`src/common/otg_supply_pkg.sv`:
```
// Purpose: Shared constants and carriers for the OTG supply control logic
// Assumes: 200 MHz ref_clk, synchronous active-high reset
// Notes:   Register offsets are word addresses on the plain register port
package otg_supply_pkg;

  localparam int          ADDR_W          = 4;
  localparam int          DATA_W          = 8;
  // Register word addresses
  localparam logic [3:0]  OTG_CTRL_ADDR   = 4'h0;
  localparam logic [3:0]  INT_RISE_ADDR   = 4'h1;
  localparam logic [3:0]  INT_FALL_ADDR   = 4'h2;
  localparam logic [3:0]  INT_STAT_ADDR   = 4'h3;
  localparam logic [3:0]  IO_PWR_ADDR     = 4'h4;
  localparam logic [3:0]  IND_CTRL_ADDR   = 4'h5;
  localparam logic [3:0]  RX_LAT_ADDR     = 4'h6;
  // OTG control fields
  localparam int          DRV_INT_POS     = 5;
  localparam int          DRV_EXT_POS     = 6;
  localparam int          DISCHARGE_POS   = 3;
  localparam int          CHARGE_POS      = 4;
  // Interrupt enable / status fields
  localparam int          SUPPLY_VLD_POS  = 1;
  localparam int          SESSION_VLD_POS = 2;
  // IO and power management fields
  localparam int          UART_MODE_POS   = 0;
  localparam int          DP_PULLUP_POS   = 1;
  localparam int          DM_PULLUP_POS   = 2;
  localparam int          UART_LVL_POS    = 3;
  localparam int          LVL_W           = 2;
  // Indicator control fields
  localparam int          USE_EXT_POS     = 0;
  localparam int          PASS_THRU_POS   = 1;
  localparam int          COMPLEMENT_POS  = 2;
  // Reset values
  localparam logic [7:0]  OTG_CTRL_RST    = 8'h00;
  localparam logic [7:0]  INT_EN_RST      = 8'h1f;
  localparam logic [7:0]  IO_PWR_RST      = 8'h00;
  localparam logic [7:0]  IND_CTRL_RST    = 8'h00;
  localparam logic [1:0]  USB_REG_LEVEL   = 2'h0;
  // Receive end latency in high-speed bit clocks
  localparam logic [7:0]  RX_END_LAT_MAX  = 8'h2b;
  localparam logic [7:0]  RX_END_LAT_SPEC = 8'h3f;
  localparam logic [7:0]  EXT_IND_LEVEL   = 8'h01;

  typedef struct packed {
    logic [ADDR_W-1:0] addr;
    logic [DATA_W-1:0] wdata;
    logic              wr;
    logic              rd;
  } reg_req_type;

  typedef struct packed {
    logic supply_valid;
    logic session_valid;
    logic [1:0] line_state;
  } analog_in_type;

  typedef struct packed {
    logic       pump_en;
    logic       discharge_en;
    logic       charge_en;
    logic       dp_pullup_en;
    logic       dm_pullup_en;
    logic       supply_cmp_en;
    logic       rx_supply_valid;
    logic [1:0] regulator_level;
    logic [1:0] line_state_out;
  } supply_out_type;

  typedef enum logic [0:0] {REG_ROUTE, TX_ROUTE} route_type;

endpackage

```
`src/core/supply_valid_decode.sv`:
```
// Purpose: Supply-valid source select for the receive command
// Assumes: Select bits come from a register
// Notes:   Pure combinational decode
`timescale 1ns/10ps
module supply_valid_decode
  import otg_supply_pkg::*;
(
  // Selects
  input  wire logic use_ext,
  input  wire logic pass_thru,
  input  wire logic complement,
  // Comparator
  input  wire logic internal_valid,
  // Result
  output logic      source_valid
);

  logic ext_indicator;

  assign ext_indicator = EXT_IND_LEVEL[0];

  always_comb begin
    if (!use_ext) begin
      source_valid = internal_valid;
    end else if (complement) begin
      source_valid = 1'b0;
    end else if (pass_thru) begin
      source_valid = ext_indicator;
    end else begin
      source_valid = internal_valid;
    end
  end

endmodule // supply_valid_decode

```
`src/core/cmd_router.sv`:
```
// Purpose: Single decoder steering link items to transmitter or registers
// Assumes: Register requests arrive on the plain port
// Notes:   Register requests pass straight through; transmit items become a registered pulse
`timescale 1ns/10ps
module cmd_router
  import otg_supply_pkg::*;
(
  // Clock and reset
  input  wire logic        ref_clk,
  input  wire logic        rst,
  // Link item
  input  wire logic        item_valid,
  input  wire logic        item_is_tx,
  input  wire reg_req_type item_req,
  // Routed outputs
  output reg_req_type      reg_req,
  output logic             tx_strobe
);

  typedef struct packed {
    logic tx;
  } state_type;

  state_type   state_reg;
  state_type   state_next;
  reg_req_type req_now;

  // one decoder, two destinations
  // Register path stays combinational so read data follow in one cycle
  always_comb begin
    state_next    = state_reg;
    state_next.tx = 1'b0;
    req_now       = item_req;
    req_now.wr    = 1'b0;
    req_now.rd    = 1'b0;
    if (item_valid) begin
      if (item_is_tx) begin
        state_next.tx = 1'b1;
      end else begin
        req_now = item_req;
      end
    end
  end

  always_ff @(posedge ref_clk) begin
    if (rst) begin
      state_reg <= '0;
    end else begin
      state_reg <= state_next;
    end
  end

  assign reg_req   = req_now;
  assign tx_strobe = state_reg.tx;

endmodule // cmd_router

```
`src/core/otg_supply_ctrl.sv`:
```
// Purpose: OTG supply control and status registers with pin outputs
// Assumes: Comparator levels synchronous to ref_clk
// Notes:   Requests are steered without a register stage; read data follow in one cycle
//
// Implementation choices: the plain strobed port and the placing of the registers.
`timescale 1ns/10ps
module otg_supply_ctrl
  import otg_supply_pkg::*;
(
  // Clock and reset
  input  wire logic                ref_clk,
  input  wire logic                rst,
  // Register port
  input  wire logic [ADDR_W-1:0]   addr,
  input  wire logic [DATA_W-1:0]   wdata,
  input  wire logic                wr_en,
  input  wire logic                rd_en,
  input  wire logic                tx_sel,
  output logic      [DATA_W-1:0]   rdata,
  output logic                     tx_strobe,
  // Analog side
  input  wire analog_in_type       analog_in,
  input  wire logic                reset_n_pin,
  // Control outputs
  output logic                     ext_pump_enable_out,
  output supply_out_type           supply_out
);

  ////////////////////////////////////////////////////////////////////
  typedef struct packed {
    logic [7:0]     otg_ctrl;
    logic [7:0]     int_rise;
    logic [7:0]     int_fall;
    logic [7:0]     io_pwr;
    logic [7:0]     ind_ctrl;
    logic [7:0]     rdata;
    logic           pump;
    supply_out_type outs;
  } state_type;

  state_type   state_reg;
  state_type   state_next;
  reg_req_type req;
  reg_req_type link_req;
  logic        tx_pulse;
  logic        cmp_en;
  logic        src_valid;
  logic [7:0]  status;
  logic        uart_mode;

  assign link_req = '{addr: addr, wdata: wdata, wr: wr_en, rd: rd_en};

  cmd_router u_router (
    .ref_clk   (ref_clk),
    .rst       (rst),
    .item_valid(wr_en | rd_en),
    .item_is_tx(tx_sel),
    .item_req  (link_req),
    .reg_req   (req),
    .tx_strobe (tx_pulse)
  );

  supply_valid_decode u_decode (
    .use_ext       (state_reg.ind_ctrl[USE_EXT_POS]),
    .pass_thru     (state_reg.ind_ctrl[PASS_THRU_POS]),
    .complement    (state_reg.ind_ctrl[COMPLEMENT_POS]),
    .internal_valid(analog_in.supply_valid & cmp_en),
    .source_valid  (src_valid)
  );

  ////////////////////////////////////////////////////////////////////
  // comparator enable from both edge enables
  assign cmp_en    = state_reg.int_rise[SUPPLY_VLD_POS] | state_reg.int_fall[SUPPLY_VLD_POS];
  assign uart_mode = state_reg.io_pwr[UART_MODE_POS];

  // status bit reads zero when disabled
  always_comb begin
    status                  = 8'h00;
    status[SUPPLY_VLD_POS]  = analog_in.supply_valid & cmp_en;
    status[SESSION_VLD_POS] = analog_in.session_valid;
  end

  always_comb begin
    state_next = state_reg;
    if (req.wr) begin
      case (req.addr)
        OTG_CTRL_ADDR: state_next.otg_ctrl = req.wdata;
        INT_RISE_ADDR: state_next.int_rise = req.wdata;
        INT_FALL_ADDR: state_next.int_fall = req.wdata;
        IO_PWR_ADDR:   state_next.io_pwr   = req.wdata;
        IND_CTRL_ADDR: state_next.ind_ctrl = req.wdata & 8'h07;
        default:       state_next.otg_ctrl = state_reg.otg_ctrl;
      endcase
    end
    state_next.rdata = 8'h00;
    if (req.rd) begin
      case (req.addr)
        OTG_CTRL_ADDR: state_next.rdata = state_reg.otg_ctrl;
        INT_RISE_ADDR: state_next.rdata = state_reg.int_rise;
        INT_FALL_ADDR: state_next.rdata = state_reg.int_fall;
        INT_STAT_ADDR: state_next.rdata = status;
        IO_PWR_ADDR:   state_next.rdata = state_reg.io_pwr;
        IND_CTRL_ADDR: state_next.rdata = state_reg.ind_ctrl;
        RX_LAT_ADDR:   state_next.rdata = RX_END_LAT_MAX;
        default:       state_next.rdata = 8'h00;
      endcase
    end
    state_next.pump = state_reg.otg_ctrl[DRV_INT_POS] | state_reg.otg_ctrl[DRV_EXT_POS];
    state_next.outs.pump_en = state_next.pump;
    state_next.outs.discharge_en = state_reg.otg_ctrl[DISCHARGE_POS];
    state_next.outs.charge_en = state_reg.otg_ctrl[CHARGE_POS];
    state_next.outs.dp_pullup_en = reset_n_pin & state_reg.io_pwr[DP_PULLUP_POS];
    state_next.outs.dm_pullup_en = reset_n_pin & state_reg.io_pwr[DM_PULLUP_POS];
    state_next.outs.supply_cmp_en = cmp_en;
    state_next.outs.rx_supply_valid = src_valid;
    state_next.outs.regulator_level = uart_mode ?
      state_reg.io_pwr[UART_LVL_POS +: LVL_W] : USB_REG_LEVEL;
    // line state withheld in UART mode
    state_next.outs.line_state_out = uart_mode ? 2'h0 : analog_in.line_state;
  end

  always_ff @(posedge ref_clk) begin
    if (rst) begin
      state_reg.otg_ctrl <= OTG_CTRL_RST;
      state_reg.int_rise <= INT_EN_RST;
      state_reg.int_fall <= INT_EN_RST;
      state_reg.io_pwr   <= IO_PWR_RST;
      state_reg.ind_ctrl <= IND_CTRL_RST;
      state_reg.rdata    <= 8'h00;
      state_reg.pump     <= 1'b0;
      state_reg.outs     <= '0;
    end else begin
      state_reg <= state_next;
    end
  end

  assign rdata               = state_reg.rdata;
  assign ext_pump_enable_out = state_reg.pump;
  assign supply_out          = state_reg.outs;
  assign tx_strobe           = tx_pulse;

  ////////////////////////////////////////////////////////////////////
  chk_pump_or_bits: assert property (@(posedge ref_clk) disable iff (rst)
    !rst |=> ext_pump_enable_out == ($past(state_reg.otg_ctrl[DRV_INT_POS])
      | $past(state_reg.otg_ctrl[DRV_EXT_POS])))
    else $error("pump enable not OR of drive bits");
  chk_pump_reset_low: assert property (@(posedge ref_clk)
    rst |=> !ext_pump_enable_out && !state_reg.otg_ctrl[DRV_INT_POS]
      && !state_reg.otg_ctrl[DRV_EXT_POS])
    else $error("pump enable set after reset");
  chk_status_zero_off: assert property (@(posedge ref_clk) disable iff (rst)
    rd_en && !tx_sel && addr == INT_STAT_ADDR && !state_reg.int_rise[SUPPLY_VLD_POS]
      && !state_reg.int_fall[SUPPLY_VLD_POS] |=> rdata[SUPPLY_VLD_POS] == 1'b0)
    else $error("status bit set while comparator off");
  chk_cmp_disable: assert property (@(posedge ref_clk) disable iff (rst)
    !rst |=> supply_out.supply_cmp_en == ($past(state_reg.int_rise[SUPPLY_VLD_POS])
      | $past(state_reg.int_fall[SUPPLY_VLD_POS])))
    else $error("comparator enable wrong");
  chk_complement_zero: assert property (@(posedge ref_clk) disable iff (rst)
    state_reg.ind_ctrl[USE_EXT_POS] && state_reg.ind_ctrl[COMPLEMENT_POS]
      |=> !supply_out.rx_supply_valid)
    else $error("complement not forcing zero");
  chk_passthru_one: assert property (@(posedge ref_clk) disable iff (rst)
    state_reg.ind_ctrl[2:0] == 3'h3 |=> supply_out.rx_supply_valid)
    else $error("pass-through not fixed one");
  chk_indicator_reset: assert property (@(posedge ref_clk)
    rst |=> state_reg.ind_ctrl == 8'h00)
    else $error("indicator select not cleared");
  chk_discharge_bit: assert property (@(posedge ref_clk) disable iff (rst)
    !rst |=> supply_out.discharge_en == $past(state_reg.otg_ctrl[DISCHARGE_POS]))
    else $error("discharge does not follow bit");
  chk_charge_bit: assert property (@(posedge ref_clk) disable iff (rst)
    !rst |=> supply_out.charge_en == $past(state_reg.otg_ctrl[CHARGE_POS]))
    else $error("charge does not follow bit");
  chk_pullup_gate: assert property (@(posedge ref_clk) disable iff (rst)
    !reset_n_pin |=> !supply_out.dp_pullup_en && !supply_out.dm_pullup_en)
    else $error("pull-up on while reset pin low");
  chk_uart_level: assert property (@(posedge ref_clk) disable iff (rst)
    uart_mode |=> supply_out.regulator_level == $past(state_reg.io_pwr[UART_LVL_POS +: LVL_W]))
    else $error("regulator not retargeted");
  chk_uart_lines: assert property (@(posedge ref_clk) disable iff (rst)
    uart_mode |=> supply_out.line_state_out == 2'h0)
    else $error("line state shown in uart mode");
  chk_rx_latency: assert property (@(posedge ref_clk) disable iff (rst)
    rd_en && !tx_sel && addr == RX_LAT_ADDR |=> rdata <= 8'h2b && rdata < RX_END_LAT_SPEC)
    else $error("receive latency too large");
  chk_route_write: assert property (@(posedge ref_clk) disable iff (rst)
    wr_en && !tx_sel |-> req.wr ##1 !tx_pulse)
    else $error("write not routed to registers");
  chk_ind_write: assert property (@(posedge ref_clk) disable iff (rst)
    wr_en && !tx_sel && addr == IND_CTRL_ADDR |=> state_reg.ind_ctrl == ($past(wdata) & 8'h07))
    else $error("indicator select not written");

  cov_pump_on:   cover property (@(posedge ref_clk) ext_pump_enable_out);
  cov_uart_mode: cover property (@(posedge ref_clk) uart_mode);
  cov_fixed_one: cover property (@(posedge ref_clk) state_reg.ind_ctrl[2:0] == 3'h3);
  cov_cmp_off:   cover property (@(posedge ref_clk) !cmp_en);

endmodule // otg_supply_ctrl

```
`config.mk`:
```
export PLATFORM = sky130hd
export DESIGN_NAME = otg_supply_ctrl
export DESIGN_NICKNAME = d
export VERILOG_FILES = /design/src/common/otg_supply_pkg.sv /design/src/core/supply_valid_decode.sv /design/src/core/cmd_router.sv /design/src/core/otg_supply_ctrl.sv
export SDC_FILE = /design/constraint.sdc
export NUM_CORES = 1
export LEC_CHECK = 0
export BUFFER_PORTS_ARGS = -buffer_cell sky130_fd_sc_hd__buf_2
export CAP_MARGIN = 40
export CORE_MARGIN = 10
export CORE_UTILIZATION = 40
export DETAILED_ROUTE_END_ITERATION = 8
export PLACE_DENSITY = 0.62
export SLEW_MARGIN = 30
export SYNTH_ARGS = -nofsm -noshare
export SYNTH_HDL_FRONTEND = slang
export SYNTH_HIERARCHICAL = 1
export SYNTH_SLANG_ARGS = --single-unit
export TNS_END_PERCENT = 1
```
`constraint.sdc`:
```
create_clock -name ref_clk -period 1.29 [get_ports ref_clk]
set_input_delay 0.1935 -clock ref_clk [delete_from_list [all_inputs] [get_ports ref_clk]]
set_output_delay 0.1935 -clock ref_clk [all_outputs]
set_load 0.02 [all_outputs]
```
== Word level (Yosys, flattened, before mapping) ==
Cells that the tools add are included.

* Bits in registers: 55
* Output and inout bits: 21
* Word-level logic and storage cells: 48

* Equality and inequality tests: 6
* Mux-type cells: 7
* Bitwise logic cells: 9
* Reductions and logical operators: 10

{| class="wikitable"
|+ Operator list
! operator !! count
|-
| $pmux W8 S7 || 1
|-
| $eq A4 B3 Y1 const B || 3
|-
| $reduce_and A2 Y1 || 5
|-
| $eq A4 B2 Y1 const B || 2
|-
| $reduce_or A2 Y1 || 4
|-
| $eq A4 B1 Y1 const B || 1
|-
| $logic_not A4 Y1 || 1
|-
| $mux W1 || 4
|-
| $mux W2 || 2
|-
| $and A1 B1 Y1 || 3
|-
| $not A1 Y1 || 3
|-
| $or A1 B1 Y1 || 3
|}

== Depth between registers and ports, before layout ==
* Word-level depth: 5
* Gate-level depth with buffers: 7
* Depth with buffers taken out: 5

== Modules after synthesis ==
The synthesis kept the hierarchy.

{| class="wikitable"
|+ Modules (own cells, without submodules)
! module !! instances !! cells an instance !! area each (sq um) !! seq. area each (sq um)
|-
| otg_supply_ctrl || 1 || 237 || 2349.8 || 1081.0
|-
| cmd_router || 1 || 16 || 137.6 || 20.0
|-
| supply_valid_decode || 1 || 2 || 10.0 || 0.0
|}

== Worst setup path before layout ==
OpenSTA, ideal clock, no wires.

* Path type: input port to flip-flop
* Start point: input rd_en
* End point: register state_reg[32] in the netlist's numbering
* Library setup time: 0.128 ns
* Data arrival time: 1.263 ns
* Path slack: -0.101 ns
* Stages on the path: 6
* Path buffers: 1
* Path through: or2_2 > and3b_1 > nand4b_1 > buf_2 > mux2i_1 > nor2_1

{| class="wikitable"
|+ RTL lines
! what !! line !! text
|-
| start: declaration || otg_supply_ctrl.sv:17 || <nowiki>input wire logic rd_en,</nowiki>
|-
| end signal: assignment || otg_supply_ctrl.sv:133 || <nowiki>state_reg <= state_next;</nowiki>
|-
| end: declaration || otg_supply_ctrl.sv:41 || <nowiki>state_type state_reg;</nowiki>
|}

== Worst setup path after layout ==
* Start point: register state_reg[37] in the netlist's numbering
* End point: register, netlist name rdata[1]

* Longest elaborated chain between the ends: 3

{| class="wikitable"
|+ Ends and longest elaborated chain
! what !! line !! text
|-
| $or A1 B1 Y1 || otg_supply_ctrl.sv:73 || <nowiki>assign cmp_en = state_reg.int_rise[SUPPLY_VLD_POS] | state_reg.int_fall[SUPPLY_VLD_POS];</nowiki>
|-
| $and A1 B1 Y1 || otg_supply_ctrl.sv:79 || <nowiki>status[SUPPLY_VLD_POS] = analog_in.supply_valid & cmp_en;</nowiki>
|-
| $pmux W8 S7 (*) || otg_supply_ctrl.sv:97 || <nowiki>case (req.addr)</nowiki>
|}

Every way passes the cells marked *; elsewhere a longest branch is shown, timed or not.
A chain may end at the register's enable or synchronous reset.

==> impl_metrics.ini <==
[logic_synthesis]
post_synth_xor_area_fraction_pct = 0
compound_cell_area_share_of_the_yosys_netlist_pct = 10.7
synthesis.area_sq_mm = 0.00250
syn-instance-count = 255
share_of_cell_area_taken_by_muxes_after_synthesis_pct = 14.0
synthesized_area_fraction_occupied_by_adder_cells_pct = 0
yosys.area.top_type = sky130_fd_sc_hd__dfxtp_1
synthSimpleGateAreaFrac_pct = 17.4
yosysSeqAreaShare_pct = 44.1
yosysUniqueCellTypes = 35
synth_top_family_by_area = simple AND/OR/NAND/NOR gates
synth_fp_nets = 277
netlist_top_cells_area = sky130_fd_sc_hd__dfxtp_1 (44%), sky130_fd_sc_hd__mux2i_1 (11%), sky130_fd_sc_hd__buf_4 (9.9%)
synth-warning-count = 6
synth.top_cell.area_share_pct = 44.1
synth.avg_cell_area_sq_um = 9.79
synth_seq_cells = 55

[clocking]
cts.sink_count = 55
cts-root-to-sink-buffers = 2
clkLatencyLatePin_ns = 0.30
tritoncts.num_buffers = 5
clock_tree_from_tritoncts = built
root_buffer = sky130_fd_sc_hd__clkbuf_8
cts-htree-levels = 2
clock_pin_transition_on_the_worst_setup_and_hold_timing_paths_ns = 0.09
cts_post_setup_buffers_inserted = 0
holdBufCountCts = 0
post_cts_resize_count = 0

[cells_and_area]
design_area_sq_mm = 0.00279
final_common_cell = sky130_fd_sc_hd__dfxtp_1
largest_register_ff_count = 33
layout_common_cells = sky130_fd_sc_hd__dfxtp_1 (55), sky130_fd_sc_hd__nor2_1 (49), sky130_fd_sc_hd__buf_2 (42)
final_layout_size_suffix_gt1_share_pct = 28.6
post-route-util_pct = 46.6
flow.area_growth_from_synthesis_pct = 11.8
insertedDiodeCount = 0
final_cells = 355
post_layout_nets = 301

[power]
share_comb_of_total_power_pct = 9.3
p_leak_nw = 1.37
switching_power_uw = 701
switching_share_of_power_pct = 23.5
power.ir.vdd_worst_uv = 502
pwr_per_cell_area_mw_per_mm2 = 1070
power.share.sequential_pct = 57.7
internal_power_mw = 2.28
power_frac_clock_pct = 33.0

[sta]
layout_min_cycle_time_ns = 1.21
setup_tns_ns = 0
fin_skew_ns = 0.00551
report.final.hold_viol_count = 0
worst_pin_slew_ns = 0.408
postLayoutSetupSlackWorst_ns = 0.0777
finalSetupViolations = 0
unrepaired_setup_endpoints_after_global_routing = no
final_min_period_over_clock_period_pct = 94.0
drv_slew = 0
clock.fmax_mhz = 825
slew-limit-headroom_pct = 72.1

[outcome]
run_status = complete, no violations

[detailed_routing]
drt-pass1-iter-count = 4
detail_route.drc_violations = 0
drtAntennaViolNets = 0
route.final.wire_length_um = 5250
routed_wire_length_per_instance_um = 14.8
via_count = 1771
detailed_route_vias_per_instance = 4.99
first_iter_violations = 96

[floorplan]
die_width_um = 99.0
std_cell_rows = 28
placeableCoreArea_sq_mm = 0.00599
floorplan.die_area_sq_mm = 0.00980
start_util_pct = 41.7
die_h_um = 99.0
design.portCount = 43

[critical_path]
r2r-start = state_reg[37]$_SDFFE_PP1P_
worst_r2r_path_depth = 4
crit_path_end_kind = flip-flop
timing.rr.end = rdata[1]$_SDFF_PP0_
crit_fanout = 4
cp-start-kind = flip-flop
worst_ep_arrival_time_ns = 1.44
worst-setup-path-type = reg -> reg
rrSetupSlack_ns = 0.08
cp.required_ns = 1.52

[placed_design]
dpl-instance-area_sq_mm = 0.00270
numPlacedInstances = 347
gpl.final_weighted_congestion = 0.748
io_buffer_count = 42
dp_slack_ns = -0.186
dp.final_hpwl_um = 3890

[global_route]
grt_first_pass_wirelength_um = 8840
grt_use_total_pct = 10.8
grt_start_max_net_pins = 47
via_count_of_the_first_global_routing_pass = 1816
gr-total-overflow = 0
grt_antenna_before_repair = 0

[hold_path]
min_to = supply_out[7]$_SDFF_PP0_
worst_hold_path_type = in -> reg
timing.hold.worst.start = reset_n_pin
hold_path_depth = 2

[job]
drv_cap = 0
[cells by family after synthesis]
group,after synthesis
AND/OR/NAND/NOR,79
flip-flops,55
buffers and inverters,52
AO/OA/AOI/OAI,36
multiplexers,33
[cells in the mapped netlist]
master / count
sky130_fd_sc_hd__clkbuf_1: 5
sky130_fd_sc_hd__o22ai_1: 1
sky130_fd_sc_hd__or2_2: 1
sky130_fd_sc_hd__mux2_1: 5
sky130_fd_sc_hd__buf_6: 3
sky130_fd_sc_hd__nor3b_1: 2
sky130_fd_sc_hd__and3b_2: 1
sky130_fd_sc_hd__a211o_1: 11
sky130_fd_sc_hd__and4b_1: 1
sky130_fd_sc_hd__buf_4: 33
sky130_fd_sc_hd__o21ai_0: 1
sky130_fd_sc_hd__mux2i_1: 27
sky130_fd_sc_hd__a22o_1: 3
sky130_fd_sc_hd__o21a_1: 3
sky130_fd_sc_hd__nand2_1: 1
sky130_fd_sc_hd__nor2_1: 49
sky130_fd_sc_hd__and2b_4: 2
sky130_fd_sc_hd__buf_2: 4
sky130_fd_sc_hd__nor4b_1: 1
sky130_fd_sc_hd__a22oi_1: 4
sky130_fd_sc_hd__and3b_1: 7
sky130_fd_sc_hd__a2111oi_0: 1
sky130_fd_sc_hd__nor2b_1: 5
sky130_fd_sc_hd__a32oi_1: 2
sky130_fd_sc_hd__mux4_2: 1
sky130_fd_sc_hd__nor3_1: 1
sky130_fd_sc_hd__nand3_2: 3
sky130_fd_sc_hd__nor3_2: 1
sky130_fd_sc_hd__a21oi_1: 9
sky130_fd_sc_hd__inv_1: 7
sky130_fd_sc_hd__nand3_1: 2
sky130_fd_sc_hd__nand4b_1: 1
sky130_fd_sc_hd__nor2_8: 1
sky130_fd_sc_hd__dfxtp_1: 55
sky130_fd_sc_hd__o22a_1: 1
[worst max-delay path, cell delays in order, from the launching register on]
cell	delay (ns)
sky130_fd_sc_hd__dfxtp_1	0.38
sky130_fd_sc_hd__a21oi_1	0.07
sky130_fd_sc_hd__a2111oi_0	0.42
sky130_fd_sc_hd__a21oi_1	0.13
sky130_fd_sc_hd__a21oi_1	0.14
[final cells by class]
type                            instances  area [sq um]
Clock buffer                            7          86.3
Clock inverter                          1          8.76
Fill cell                             565          3200
Tap cell                               75          93.8
Inverter                                7          26.3
Sequential cell                        55          1100
Timing Repair Buffer                   62           423
Multi-Input combinational cell        148          1050
[through the flow]
step | hold slack, ns | total power, mW
floorplan | 0.349 | 1.97
global placement | 0.440 | 2.04
detailed placement | 0.448 | 2.04
finish | 0.135 | 2.98
global route | 0.121 | 3.11
CTS | 0.132 | 3.02
[power groups by stage]
stage | Sequential (mW) | Combinational [mW] | Clock, mW
after CTS | 1.72 | 0.280 | 1.01
after detailed placement | 1.76 | 0.279 | 0
after floorplan | 1.76 | 0.205 | 0
after global routing | 1.72 | 0.306 | 1.08
final | 1.72 | 0.277 | 0.983
after global placement | 1.76 | 0.279 | 0
[layer usage]
layer	wire length, um	global-route usage [%]
met1	2330	12.5
met2	2600	18.9
met3	270	3.56
met4	43	2.32
met5	0	0
[worst max-delay path by stage]
stage	startpoint	endpoint	slack [ns]	cells past startpoint
after floorplan	rd_en	state_reg[39]$_SDFFE_PP1P_	-0.01	6
after global placement	rd_en	state_reg[30]$_SDFFE_PP0P_	-0.15	7
after detailed placement	rd_en	state_reg[31]$_SDFFE_PP0P_	-0.19	7
after CTS	state_reg[37]$_SDFFE_PP1P_	rdata[1]$_SDFF_PP0_	0.1	4
after global routing	state_reg[37]$_SDFFE_PP1P_	rdata[1]$_SDFF_PP0_	0.03	4
final	state_reg[37]$_SDFFE_PP1P_	rdata[1]$_SDFF_PP0_	0.08	4
(Power assumes the default switching activity.)
